$ cat src/hdl/rre_pkg.sv
// Package of encodings, field positions, reset values and carrier types for the return/rotate unit.
package rre_pkg;
   // Opcode match patterns, upper byte or upper bits of the 16-bit word.
   localparam logic [7:0] RRE_RETURN_WITH_LITERAL_OP_HI = 8'h0c;
   localparam logic [14:0] RRE_RETURN_PAT = 15'h0009;
   localparam logic [5:0] RRE_ROTATE_LEFT_CARRY_OP_HI = 6'h0d;
   // Field positions inside the instruction word.
   localparam int RRE_DEST_BIT = 9;
   localparam int RRE_ACC_BIT = 8;
   localparam int RRE_FAST_BIT = 0;
   // Access bank split and indexed literal-offset limit.
   localparam logic [7:0] RRE_IDX_LIMIT = 8'h5f;
   localparam logic [7:0] RRE_ACC_SPLIT = 8'h60;
   localparam logic [3:0] RRE_SFR_BANK = 4'hf;
   // Flag bit positions within the flags register.
   localparam int RRE_FLAG_C = 0;
   localparam int RRE_FLAG_Z = 2;
   localparam int RRE_FLAG_N = 4;
   // Reset values.
   localparam logic [20:0] RRE_PC_RST = 21'h000000;
   localparam logic [7:0] RRE_BYTE_RST = 8'h00;
   // Index of the last quarter phase of one instruction cycle.
   localparam logic [1:0] RRE_PHASE_LAST = 2'h3;

   // Instruction cycle phase.
   typedef enum logic [1:0] {
      RRE_Q1 = 2'b00,
      RRE_Q2 = 2'b01,
      RRE_Q3 = 2'b10,
      RRE_Q4 = 2'b11
   } rre_phase_t;

   // Execution state: normal or flush cycle after a return.
   typedef enum logic [0:0] {
      RRE_EXEC = 1'b0,
      RRE_FLUSH = 1'b1
   } rre_state_t;

   // Core working context that the returns may restore.
   typedef struct packed {
      logic [7:0] work;
      logic [7:0] flags;
      logic [3:0] bank;
   } rre_ctx_t;

   // File register access request.
   typedef struct packed {
      logic valid;
      logic write;
      logic indexed;
      logic [11:0] addr;
      logic [7:0] data;
   } rre_file_t;
endpackage

$ cat src/hdl/rre_addr_sel.sv
// File address resolver: access bank, banked space and indexed literal-offset mode.
`timescale 1ns/100ps
`default_nettype none
module rre_addr_sel
   import rre_pkg::*;
(
   input wire logic [7:0] fAddr,
   input wire logic accessSel,
   input wire logic extEnable,
   input wire logic [3:0] bankSel,
   input wire logic [11:0] indexBase,
   output logic [11:0] fullAddr,
   output logic indexed
);
   // Access bank: low part maps to bank zero, upper part to special registers.
   wire logic accLow = (fAddr < RRE_ACC_SPLIT);
   wire logic [11:0] accAddr = accLow ? {4'h0, fAddr} : {RRE_SFR_BANK, fAddr};
   // Indexed mode only with extended set, access bank and offset at most 95.
   assign indexed = extEnable && !accessSel && (fAddr <= RRE_IDX_LIMIT);
   wire logic [11:0] idxAddr = indexBase + {4'h0, fAddr};
   // Banked space uses the bank select register as the upper nibble.
   wire logic [11:0] bankAddr = {bankSel, fAddr};
   assign fullAddr = indexed ? idxAddr : (accessSel ? bankAddr : accAddr);
endmodule
`default_nettype wire

$ cat src/hdl/rre_exec.sv
// Execution unit for return-literal, return-from-subroutine and rotate-left-through-carry.
`timescale 1ns/100ps
`default_nettype none
module rre_exec
   import rre_pkg::*;
(
   input wire logic clk_sys,
   input wire logic sys_rst,
   input wire logic [15:0] instrWord,
   input wire logic instrValid,
   input wire logic extEnable,
   input wire logic [20:0] stack_top_value,
   input wire rre_ctx_t shadowCtx,
   input wire logic [7:0] fileRdData,
   input wire logic [11:0] indexBase,
   input wire logic [7:0] pc_upper_latch,
   input wire logic [7:0] pc_high_latch,
   output logic [20:0] pcOut,
   output logic pcLoad,
   output logic stackPop,
   output logic flushFetch,
   output rre_ctx_t ctxOut,
   output rre_file_t fileReq,
   output logic [7:0] fileAddrLow,
   output logic busy
);
   // Instruction fields.
   wire logic [7:0] litK = instrWord[7:0];
   wire logic [7:0] fAddr = instrWord[7:0];
   wire logic destBit = instrWord[RRE_DEST_BIT];
   wire logic accBit = instrWord[RRE_ACC_BIT];
   wire logic fastBit = instrWord[RRE_FAST_BIT];

   // Opcode decoders; the return pattern ignores only its low flag bit.
   wire logic isRetLw = (instrWord[15:8] == RRE_RETURN_WITH_LITERAL_OP_HI);
   wire logic isReturn = (instrWord[15:1] == RRE_RETURN_PAT);
   wire logic isRlcf = (instrWord[15:10] == RRE_ROTATE_LEFT_CARRY_OP_HI);

   // Phase counter and state.
   rre_phase_t phase_r;
   rre_phase_t phase_nxt;
   rre_state_t state_r;
   rre_state_t state_nxt;
   // Latched instruction for the current cycle, captured at Q1.
   logic [15:0] held_r;
   logic heldValid_r;

   // Internal registers of the core context.
   rre_ctx_t ctx_r;
   rre_ctx_t ctx_nxt;
   logic [20:0] pc_r;
   logic [20:0] pc_nxt;
   logic pcLoad_r;
   logic stackPop_r;
   logic flush_r;
   rre_file_t fileReq_r;
   rre_file_t fileReq_nxt;
   logic [7:0] fileLow_r;

   // Decoded view of the held word.
   wire logic hRetLw = heldValid_r && (held_r[15:8] == RRE_RETURN_WITH_LITERAL_OP_HI);
   wire logic hReturn = heldValid_r && (held_r[15:1] == RRE_RETURN_PAT);
   wire logic hRlcf = heldValid_r && (held_r[15:10] == RRE_ROTATE_LEFT_CARRY_OP_HI);
   wire logic hFast = held_r[RRE_FAST_BIT];
   wire logic hDest = held_r[RRE_DEST_BIT];
   wire logic hAcc = held_r[RRE_ACC_BIT];
   wire logic isQ4 = (phase_r == RRE_Q4);
   wire logic isQ1 = (phase_r == RRE_Q1);

   // Address resolution for the rotate operand.
   logic [11:0] resAddr;
   logic resIndexed;
   rre_addr_sel u_addr (
      .fAddr(held_r[7:0]),
      .accessSel(hAcc),
      .extEnable(extEnable),
      .bankSel(ctx_r.bank),
      .indexBase(indexBase),
      .fullAddr(resAddr),
      .indexed(resIndexed)
   );

   // Rotate datapath on the file register data read in Q3.
   logic [7:0] rotRes;
   logic rotC;
   logic rotN;
   logic rotZ;
   rre_rotate u_rot (
      .operand(fileRdData),
      .carryIn(ctx_r.flags[RRE_FLAG_C]),
      .result(rotRes),
      .carryOut(rotC),
      .negOut(rotN),
      .zeroOut(rotZ)
   );

   // Phase advances every clock; four clocks make one instruction cycle.
   assign phase_nxt = rre_phase_t'(phase_r + 2'h1);

   // A return executed at Q4 moves to the flush cycle; the flush ends at its Q4.
   assign state_nxt = (isQ4 && state_r == RRE_EXEC && (hRetLw || hReturn)) ? RRE_FLUSH :
                      (isQ4 && state_r == RRE_FLUSH) ? RRE_EXEC : state_r;

   // The popped top of stack always lands in the PC; the latches are never read here.
   assign pc_nxt = (isQ4 && state_r == RRE_EXEC && (hRetLw || hReturn)) ? stack_top_value : pc_r;

   // Context update at Q4 of the executing cycle.
   always_comb begin
      ctx_nxt = ctx_r;
      if (isQ4 && state_r == RRE_EXEC) begin
         if (hRetLw) begin
            // Only the work register changes; flags stay intact.
            ctx_nxt.work = held_r[7:0];
         end else if (hReturn && hFast) begin
            // Fast return restores the shadow copies as one set.
            ctx_nxt = shadowCtx;
         end else if (hReturn) begin
            // Plain return leaves work, flags and bank as they are.
            ctx_nxt = ctx_r;
         end else if (hRlcf) begin
            ctx_nxt.flags[RRE_FLAG_C] = rotC;
            ctx_nxt.flags[RRE_FLAG_N] = rotN;
            ctx_nxt.flags[RRE_FLAG_Z] = rotZ;
            if (!hDest) begin
               ctx_nxt.work = rotRes;
            end
         end
      end
   end

   // File port: read strobe in Q3, write back in Q4 when the destination is the file.
   always_comb begin
      fileReq_nxt = '0;
      if (hRlcf && state_r == RRE_EXEC) begin
         fileReq_nxt.addr = resAddr;
         fileReq_nxt.indexed = resIndexed;
         // The held word is only valid after the Q1 edge, so the read pulse is built in Q2.
         if (phase_r == RRE_Q2) begin
            fileReq_nxt.valid = 1'b1;
         end else if (phase_r == RRE_Q3 && hDest) begin
            fileReq_nxt.valid = 1'b1;
            fileReq_nxt.write = 1'b1;
            fileReq_nxt.data = rotRes;
         end
      end
   end

   // Phase, state and instruction latch. The word is captured at every Q1 but marked valid only outside a flush,
   // so the prefetched word seen during the flush cycle is discarded.
   always_ff @(posedge clk_sys or posedge sys_rst) begin
      if (sys_rst) begin
         phase_r <= RRE_Q1;
         state_r <= RRE_EXEC;
         held_r <= 16'h0000;
         heldValid_r <= 1'b0;
      end else begin
         phase_r <= phase_nxt;
         state_r <= state_nxt;
         if (isQ1) begin
            held_r <= instrWord;
            heldValid_r <= instrValid && (state_r == RRE_EXEC);
         end
      end
   end

   // Architectural state and registered outputs.
   always_ff @(posedge clk_sys or posedge sys_rst) begin
      if (sys_rst) begin
         ctx_r <= '0;
         pc_r <= RRE_PC_RST;
         pcLoad_r <= 1'b0;
         stackPop_r <= 1'b0;
         flush_r <= 1'b0;
         fileReq_r <= '0;
         fileLow_r <= RRE_BYTE_RST;
      end else begin
         ctx_r <= ctx_nxt;
         pc_r <= pc_nxt;
         pcLoad_r <= isQ4 && state_r == RRE_EXEC && (hRetLw || hReturn);
         stackPop_r <= isQ4 && state_r == RRE_EXEC && (hRetLw || hReturn);
         flush_r <= (state_nxt == RRE_FLUSH);
         fileReq_r <= fileReq_nxt;
         fileLow_r <= held_r[7:0];
      end
   end

   assign pcOut = pc_r;
   assign pcLoad = pcLoad_r;
   assign stackPop = stackPop_r;
   assign flushFetch = flush_r;
   assign ctxOut = ctx_r;
   assign fileReq = fileReq_r;
   assign fileAddrLow = fileLow_r;
   assign busy = flush_r;

   // Unused decode of the raw input kept for cover only.
   wire logic rawRet = instrValid && (isRetLw || isReturn || isRlcf);

   // A return at Q4 loads the top of stack into the PC one clock later.
   a_return_pops_pc: assert property (@(posedge clk_sys) disable iff (sys_rst)
      (isQ4 && state_r == RRE_EXEC && (hRetLw || hReturn))
      |=> (pcOut == $past(stack_top_value) && stackPop && pcLoad))
      else $error("Return did not pop the stack into the PC.");
   a_fast_restore: assert property (@(posedge clk_sys) disable iff (sys_rst)
      (isQ4 && state_r == RRE_EXEC && hReturn && hFast) |=> (ctxOut == $past(shadowCtx)))
      else $error("Fast return did not restore the shadow context.");
   a_plain_keep: assert property (@(posedge clk_sys) disable iff (sys_rst)
      (isQ4 && state_r == RRE_EXEC && hReturn && !hFast) |=> $stable(ctxOut))
      else $error("Plain return changed the context.");
   a_literal_load: assert property (@(posedge clk_sys) disable iff (sys_rst)
      (isQ4 && state_r == RRE_EXEC && hRetLw)
      |=> (ctxOut.work == $past(held_r[7:0]) && $stable(ctxOut.flags)))
      else $error("Return-literal did not load the literal or touched flags.");
   a_rot_flags: assert property (@(posedge clk_sys) disable iff (sys_rst)
      (isQ4 && state_r == RRE_EXEC && hRlcf)
      |=> (ctxOut.flags[RRE_FLAG_C] == $past(fileRdData[7])))
      else $error("Rotate carry is not the old bit 7.");
   a_rot_dest: assert property (@(posedge clk_sys) disable iff (sys_rst)
      (phase_r == RRE_Q3 && state_r == RRE_EXEC && hRlcf && hDest)
      |=> (fileReq.write && fileReq.valid))
      else $error("Rotate with file destination did not write back.");
   a_bank_addr: assert property (@(posedge clk_sys) disable iff (sys_rst)
      (phase_r == RRE_Q2 && state_r == RRE_EXEC && hRlcf && hAcc)
      |=> (fileReq.addr[11:8] == $past(ctx_r.bank)))
      else $error("Banked access ignored the bank select register.");
   a_flush_len: assert property (@(posedge clk_sys) disable iff (sys_rst)
      (isQ4 && state_r == RRE_EXEC && (hRetLw || hReturn)) |=> flushFetch [*4] ##1 !flushFetch)
      else $error("Return flush cycle is not one instruction cycle long.");

   c_return_with_literal_op: cover property (@(posedge clk_sys) disable iff (sys_rst) isQ4 && hRetLw);
   c_fast: cover property (@(posedge clk_sys) disable iff (sys_rst) isQ4 && hReturn && hFast);
   c_rotate_left_carry_op_w: cover property (@(posedge clk_sys) disable iff (sys_rst) isQ4 && hRlcf && !hDest);
   c_indexed: cover property (@(posedge clk_sys) disable iff (sys_rst) fileReq.indexed);
   c_raw: cover property (@(posedge clk_sys) disable iff (sys_rst) rawRet);
endmodule
`default_nettype wire

$ cat src/hdl/rre_rotate.sv
// Rotate-left-through-carry datapath with carry, negative and zero flag results.
`timescale 1ns/100ps
`default_nettype none
module rre_rotate
   import rre_pkg::*;
(
   input wire logic [7:0] operand,
   input wire logic carryIn,
   output logic [7:0] result,
   output logic carryOut,
   output logic negOut,
   output logic zeroOut
);
   // Each bit moves up one place, old carry enters at bit 0.
   assign result = {operand[6:0], carryIn};
   assign carryOut = operand[7];
   assign negOut = result[7];
   assign zeroOut = (result == 8'h00);
endmodule
`default_nettype wire
$ cat config.mk
export PLATFORM = sky130hd
export DESIGN_NAME = rre_exec
export DESIGN_NICKNAME = d
export VERILOG_FILES = /design/src/hdl/rre_pkg.sv /design/src/hdl/rre_addr_sel.sv /design/src/hdl/rre_exec.sv /design/src/hdl/rre_rotate.sv
export SDC_FILE = /design/constraint.sdc
export NUM_CORES = 1
export LEC_CHECK = 0
export ABC_CLOCK_PERIOD_IN_PS = 6600
export BUFFER_PORTS_ARGS = -buffer_cell sky130_fd_sc_hd__buf_2
export CELL_PAD_IN_SITES_DETAIL_PLACEMENT = 1
export CELL_PAD_IN_SITES_GLOBAL_PLACEMENT = 2
export CORE_ASPECT_RATIO = 0.75
export CORE_UTILIZATION = 33
export CTS_BUF_LIST = sky130_fd_sc_hd__clkbuf_4
export DETAILED_ROUTE_END_ITERATION = 10
export GPL_ROUTABILITY_DRIVEN = 0
export PLACE_DENSITY_LB_ADDON = 0.1
export SLEW_MARGIN = 10
export SYNTH_ARGS = -nofsm -noshare
export SYNTH_HDL_FRONTEND = slang
export SYNTH_SLANG_ARGS = --single-unit
$ cat constraint.sdc
create_clock -name clk_sys -period 6.6 [get_ports clk_sys]
set_input_delay 1.98 -clock clk_sys [delete_from_list [all_inputs] [get_ports clk_sys]]
set_output_delay 1.98 -clock clk_sys [all_outputs]
set_load 0.005 [all_outputs]
**Word-level counts from Yosys, hierarchy flattened**

Cells that the tools add are included.

- Register bits: 93
- Latch bits: 0
- RAM bits: 0
- Bits in read-only memories: 0
- Output and inout port bits: 76
- Word-level logic and storage cells: 75
- Memories kept: 0

- Add/sub/neg operators: 2
- Multiply operators: 0
- Div/mod/pow operators: 0
- Order comparisons: 2
- Equal/unequal tests: 9
- Shift operators: 0
- Multiplexer cells: 22
- Bitwise gates (word level): 2
- Reductions and logical operators: 22

Operator list:

| kind | number |
|---|---|
| 8-bit 2-to-1 mux | 6 |
| 12-bit 2-to-1 mux | 3 |
| 23-bit 2-to-1 mux | 1 |
| 20-bit 2-to-1 mux | 1 |
| 15-bit by 4-bit equality test with 1-bit output, second input constant | 1 |
| 12-bit by 8-bit adder with 12-bit output | 1 |
| 1-bit logical AND | 12 |
| 1-bit 2-to-1 mux | 10 |
| 8-bit by 4-bit equality test with 1-bit output, second input constant | 1 |
| 8-bit by 7-bit less-or-equal comparator with 1-bit output, second input constant | 1 |
| 8-bit logical NOT | 1 |
| 8-bit by 7-bit < comparator with 1-bit output, second input constant | 1 |
| 4-bit AND reduction | 2 |
| 6-bit by 4-bit equality test with 1-bit output, second input constant | 1 |
| 2-bit equality test, second input constant | 2 |
| 2-bit nonzero test | 2 |
| 3-bit by 1-bit != test with 1-bit output, second input constant | 1 |
| 3-bit by 2-bit != test with 1-bit output, second input constant | 1 |
| 3-bit AND reduction | 1 |
| 3-bit nonzero test | 1 |
| 2-bit by 1-bit adder with 2-bit output, second input constant | 1 |
| 2-bit by 1-bit equality test with 1-bit output, second input constant | 1 |
| 2-bit logical NOT | 1 |
| 2-bit 2-to-1 mux | 1 |
| other kinds (4) | 5 |

**Logic depth before layout (Yosys ltp)**

- Depth after elaboration: 6
- Depth in mapped cells: 7
- Gate-level depth less buffers: 7

**Modules after synthesis**

From an unflattened synthesis, not the netlist that was laid out.

- Cells, all modules: 364
- Area, all modules: 4416.7 um^2

Modules (own cells, without submodules):

| module | instances | cells each | area an instance (um^2) | sequential area each (um^2) |
|---|---|---|---|---|
| rre_exec | 1 | 260 | 3694.8 | 2327.2 |
| rre_addr_sel | 1 | 91 | 628.1 | 0.0 |
| rre_rotate | 1 | 13 | 93.8 | 0.0 |

**Worst setup path after synthesis**

Ideal clock, no wire load.

- Kind: in2reg
- From: input indexBase[0]
- To: register fileReq_r, in the netlist fileReq[18]
- Setup time: 0.141 ns
- Arrival: 3.475 ns
- Slack: 2.984 ns
- Stages: 7
- Cells stage by stage: ha_1 fa_1 a21oi_1 o22ai_1 o41ai_1 or3_1 a31oi_1

RTL lines:

| element | line | text |
|---|---|---|
| from (decl) | rre_exec.sv:15 | `input wire logic [11:0] indexBase,` |
| to (signal assigned) | rre_exec.sv:182 | `fileReq_r <= fileReq_nxt;` |
| to (decl) | rre_exec.sv:56 | `rre_file_t fileReq_r;` |

==> qor.yml <==
clocking:
  post_cts_buffers: 0
  clkLatencyLatePin_ps: 440
  htree_levels: 3
  cts_tree: "done"
  clkSlewWorstSetupHoldPaths_ps: 150
  cts_sinks: 93
  post_cts_hold_buffer_count: 0
  cts_root_buffer: "clkbuf_4"
  numCtsBuffers: 9
  cts.repair.resized: 0
  clockBufferDepth: 2
grt:
  grt_pass1_wl_um: 17690
  antenna_found_initial: 1
  grt_max_degree: 69
  globalRoute.totalOverflow: 0
  first_global_vias: 3331
  grt.total_usage: 0.1745
setup_path:
  worstSetupPathType: "input port to flop"
  worstPathRequired_ps: 6970
  cp_data_arrival_time_ps: 4110
  crit_path_max_incr_delay_ps: 610
  r2r_slack_ps: 3740
  slowest_stage: "o41ai_1"
  crit_chain: "buf_2 -> ha_1 -> fa_1 -> a21oi_1 -> o22ai_1 -> o41ai_1 -> o21ai_0 -> a31oi_1"
  start_kind: "input port"
  crit_fanout: 3
  cp-end-kind: "flop"
  cpLargestDelayFamily: "compound AO/OA/AOI/OAI gates"
  worst-path-buf-inv: 1
layout:
  utilization: 0.4267
  syn2layout_area_growth_pct: 25.39
  finish.net_count: 608
  antenna_cells: 0
  fillers: 1415
  fin_area_sq_mm: 0.005270
  regArea_sq_mm: 0.002327
  drive_gt1_frac: 0.4732
  multiInputGateArea_sq_mm: 0.001745
sta:
  rsz0062_at_grt: "false"
  fin_setup_tns_ps: 0
  fin_crit_ps: 3736
  skew_ps: 10.75
  hold_violations: 0
  postLayoutSetupSlackWorst_ps: 2864
  fmax_mhz: 267.6
  finalSetupViolCount: 0
  fin_crit_sh: 0.5661
  slew_violations: 0
  worst_slew_pin_slew_ps: 1011
  relSlewSlack: 0.3208
place:
  place_hpwl_um: 8449
  io_buffers: 156
  placement.setup.worst_slack_ps: 2401
  place_area_sq_mm: 0.005131
status:
  outcome: "finished, final reports clean"
synth:
  synth.most_common_cell: "dfrtp_1"
  synthSimpleGateAreaFrac: 0.1113
  ys_types: 51
  synth.cell_area_sq_mm: 0.004203
  synth_top_family_by_area: "multiplexers"
  syn_avg_cell_area_sq_um: 12.25
  synthFlopType: "dfrtp_1"
  yosys.area.top_type_share: 0.5537
  netlist_instances: 343
  synthesis.nets: 453
  synth-xor-area-share: 0.01876
  synth_seq_area_share: 0.5537
  ys_warn_count: 0
  synthArstFlopShare: 1.000
  synth_common_cells: "93 x dfrtp_1, 53 x mux2_2, 22 x nand2_1"
  synth_edf_count: 0
  synth_fa_ha_area_frac: 0.04049
  synth-compound-area-share: 0.09765
  ys_ff_latch: 93
  synth_top_cell_by_area: "dfrtp_1"
  synthMuxAreaShare: 0.1471
  yosys-top-cells-area: "dfrtp_1 55%, mux2_2 14%, ha_1 3.6%, nand2_1 2.0%, a21oi_1 1.8%"
run:
  drv_cap: 0
floorplanning:
  die_w_um: 132.3
  rows: 35
  die_area_sq_mm: 0.01320
  dieHeight_um: 99.74
  core-area_sq_mm: 0.01235
  start_util: 0.3403
  num_io_pins: 173
power:
  power.total_mw: 1.035
  p_leak_nw: 2.675
  cellPowerDensity_mw_per_mm2: 196.4
  vdd_drop_max_mv: 0.1144
drt:
  routed_wirelength_um: 11060
  drt-initial-drc-count: 99
  drc: 0
  vias_per_cell: 4.858
  dr.pass1.iters: 4
  antenna_left: 0
  vias: 3250
  wl_per_cell_um: 16.53
hold_path:
  hold_class: "flop to flop"
cell families after synthesis:
group / after synthesis
mux: 55
simple gates: 81
fa+ha+maj: 13
buf+inv: 29
flops: 93
compound gates: 63
xor+xnor: 9
metal layers:
metal  vias to the layer above  share of wire  GRT usage
met2                        98           0.44     0.2650
li1                       1544              -          -
met1                      1596           0.48     0.2457
met5                         -        0.00090          0
met3                        10          0.064    0.05097
met4                         2         0.0084    0.03979
cell type report:
cell class	count	area share
Clock buffer	10	0.01425
Clock inverter	6	0.01211
Inverter	16	0.01187
Multi-Input combinational cell	221	0.3312
Sequential cell	93	0.4416
Tap cell	166	0.03941
Timing Repair Buffer	157	0.1496
metrics by stage:
| stage | hold slack [ps] | std cells |
|---|---|---|
| 2_1_floorplan | 424.7 | 343 |
| 3_3_place_gp | 483.0 | 653 |
| 3_5_place_dp | 490.1 | 653 |
| 4_1_cts | 522.8 | 669 |
| 5_1_grt | 529.7 | 669 |
| 6_report | 514.3 | 669 |
registers in the layout, indices dropped and copies added (netlist names):
signal	flops
fileAddrLow	8
heldValid_r	1
phase_r	2
stackPop	1
busy	1
fileReq	23
ctxOut	20
held_r	16
pcOut	21
cells in the final DEF, fill, tap and decap left out, types with 3 or more instances in the layout:
cell and count:
xnor2_1 7, and3_1 3, mux2_2 53, dfrtp_1 93
nor2_1 15, nand4_1 9, a31oi_1 9, and2_1 10
a211oi_1 5, ha_1 12, o31ai_1 9, a21oi_1 15
inv_1 14, buf_2 156, nand3_1 4, o21ai_0 12
nor2b_1 3, o22ai_1 3, nand2_1 22, clkbuf_4 10
path summary, 6_finish.rpt:
| check | start | endpoint | depth (start not counted) |
|---|---|---|---|
| setup / recovery | indexBase[0] | fileReq[18] | 8 |
| setup reg to reg | held_r[8] | pcOut[14] | 5 |
| hold reg to reg | phase_r[0] | phase_r[0] | 1 |
| max in group asynchronous | sys_rst | held_r[3] | 3 |
| min in group asynchronous | sys_rst | pcOut[6] | 2 |
| hold / removal | phase_r[0] | phase_r[0] | 1 |
worst reg2reg max path: stages (launching register included):
cell	delay [ps]
dfrtp_1	460
nor4_4	380
nand3_1	560
o21ai_0	250
nand2_1	580
mux2_2	520
power breakdown:
group	total (mW)	leakage, nW	switching, mW	internal [mW]
Clock	0.316	0.0724	0.196	0.119
Combinational	0.117	1.41	0.0594	0.0576
Sequential	0.603	1.19	0.0154	0.587
Total	1.04	2.67	0.271	0.764
(Power assumes the default switching activity.)
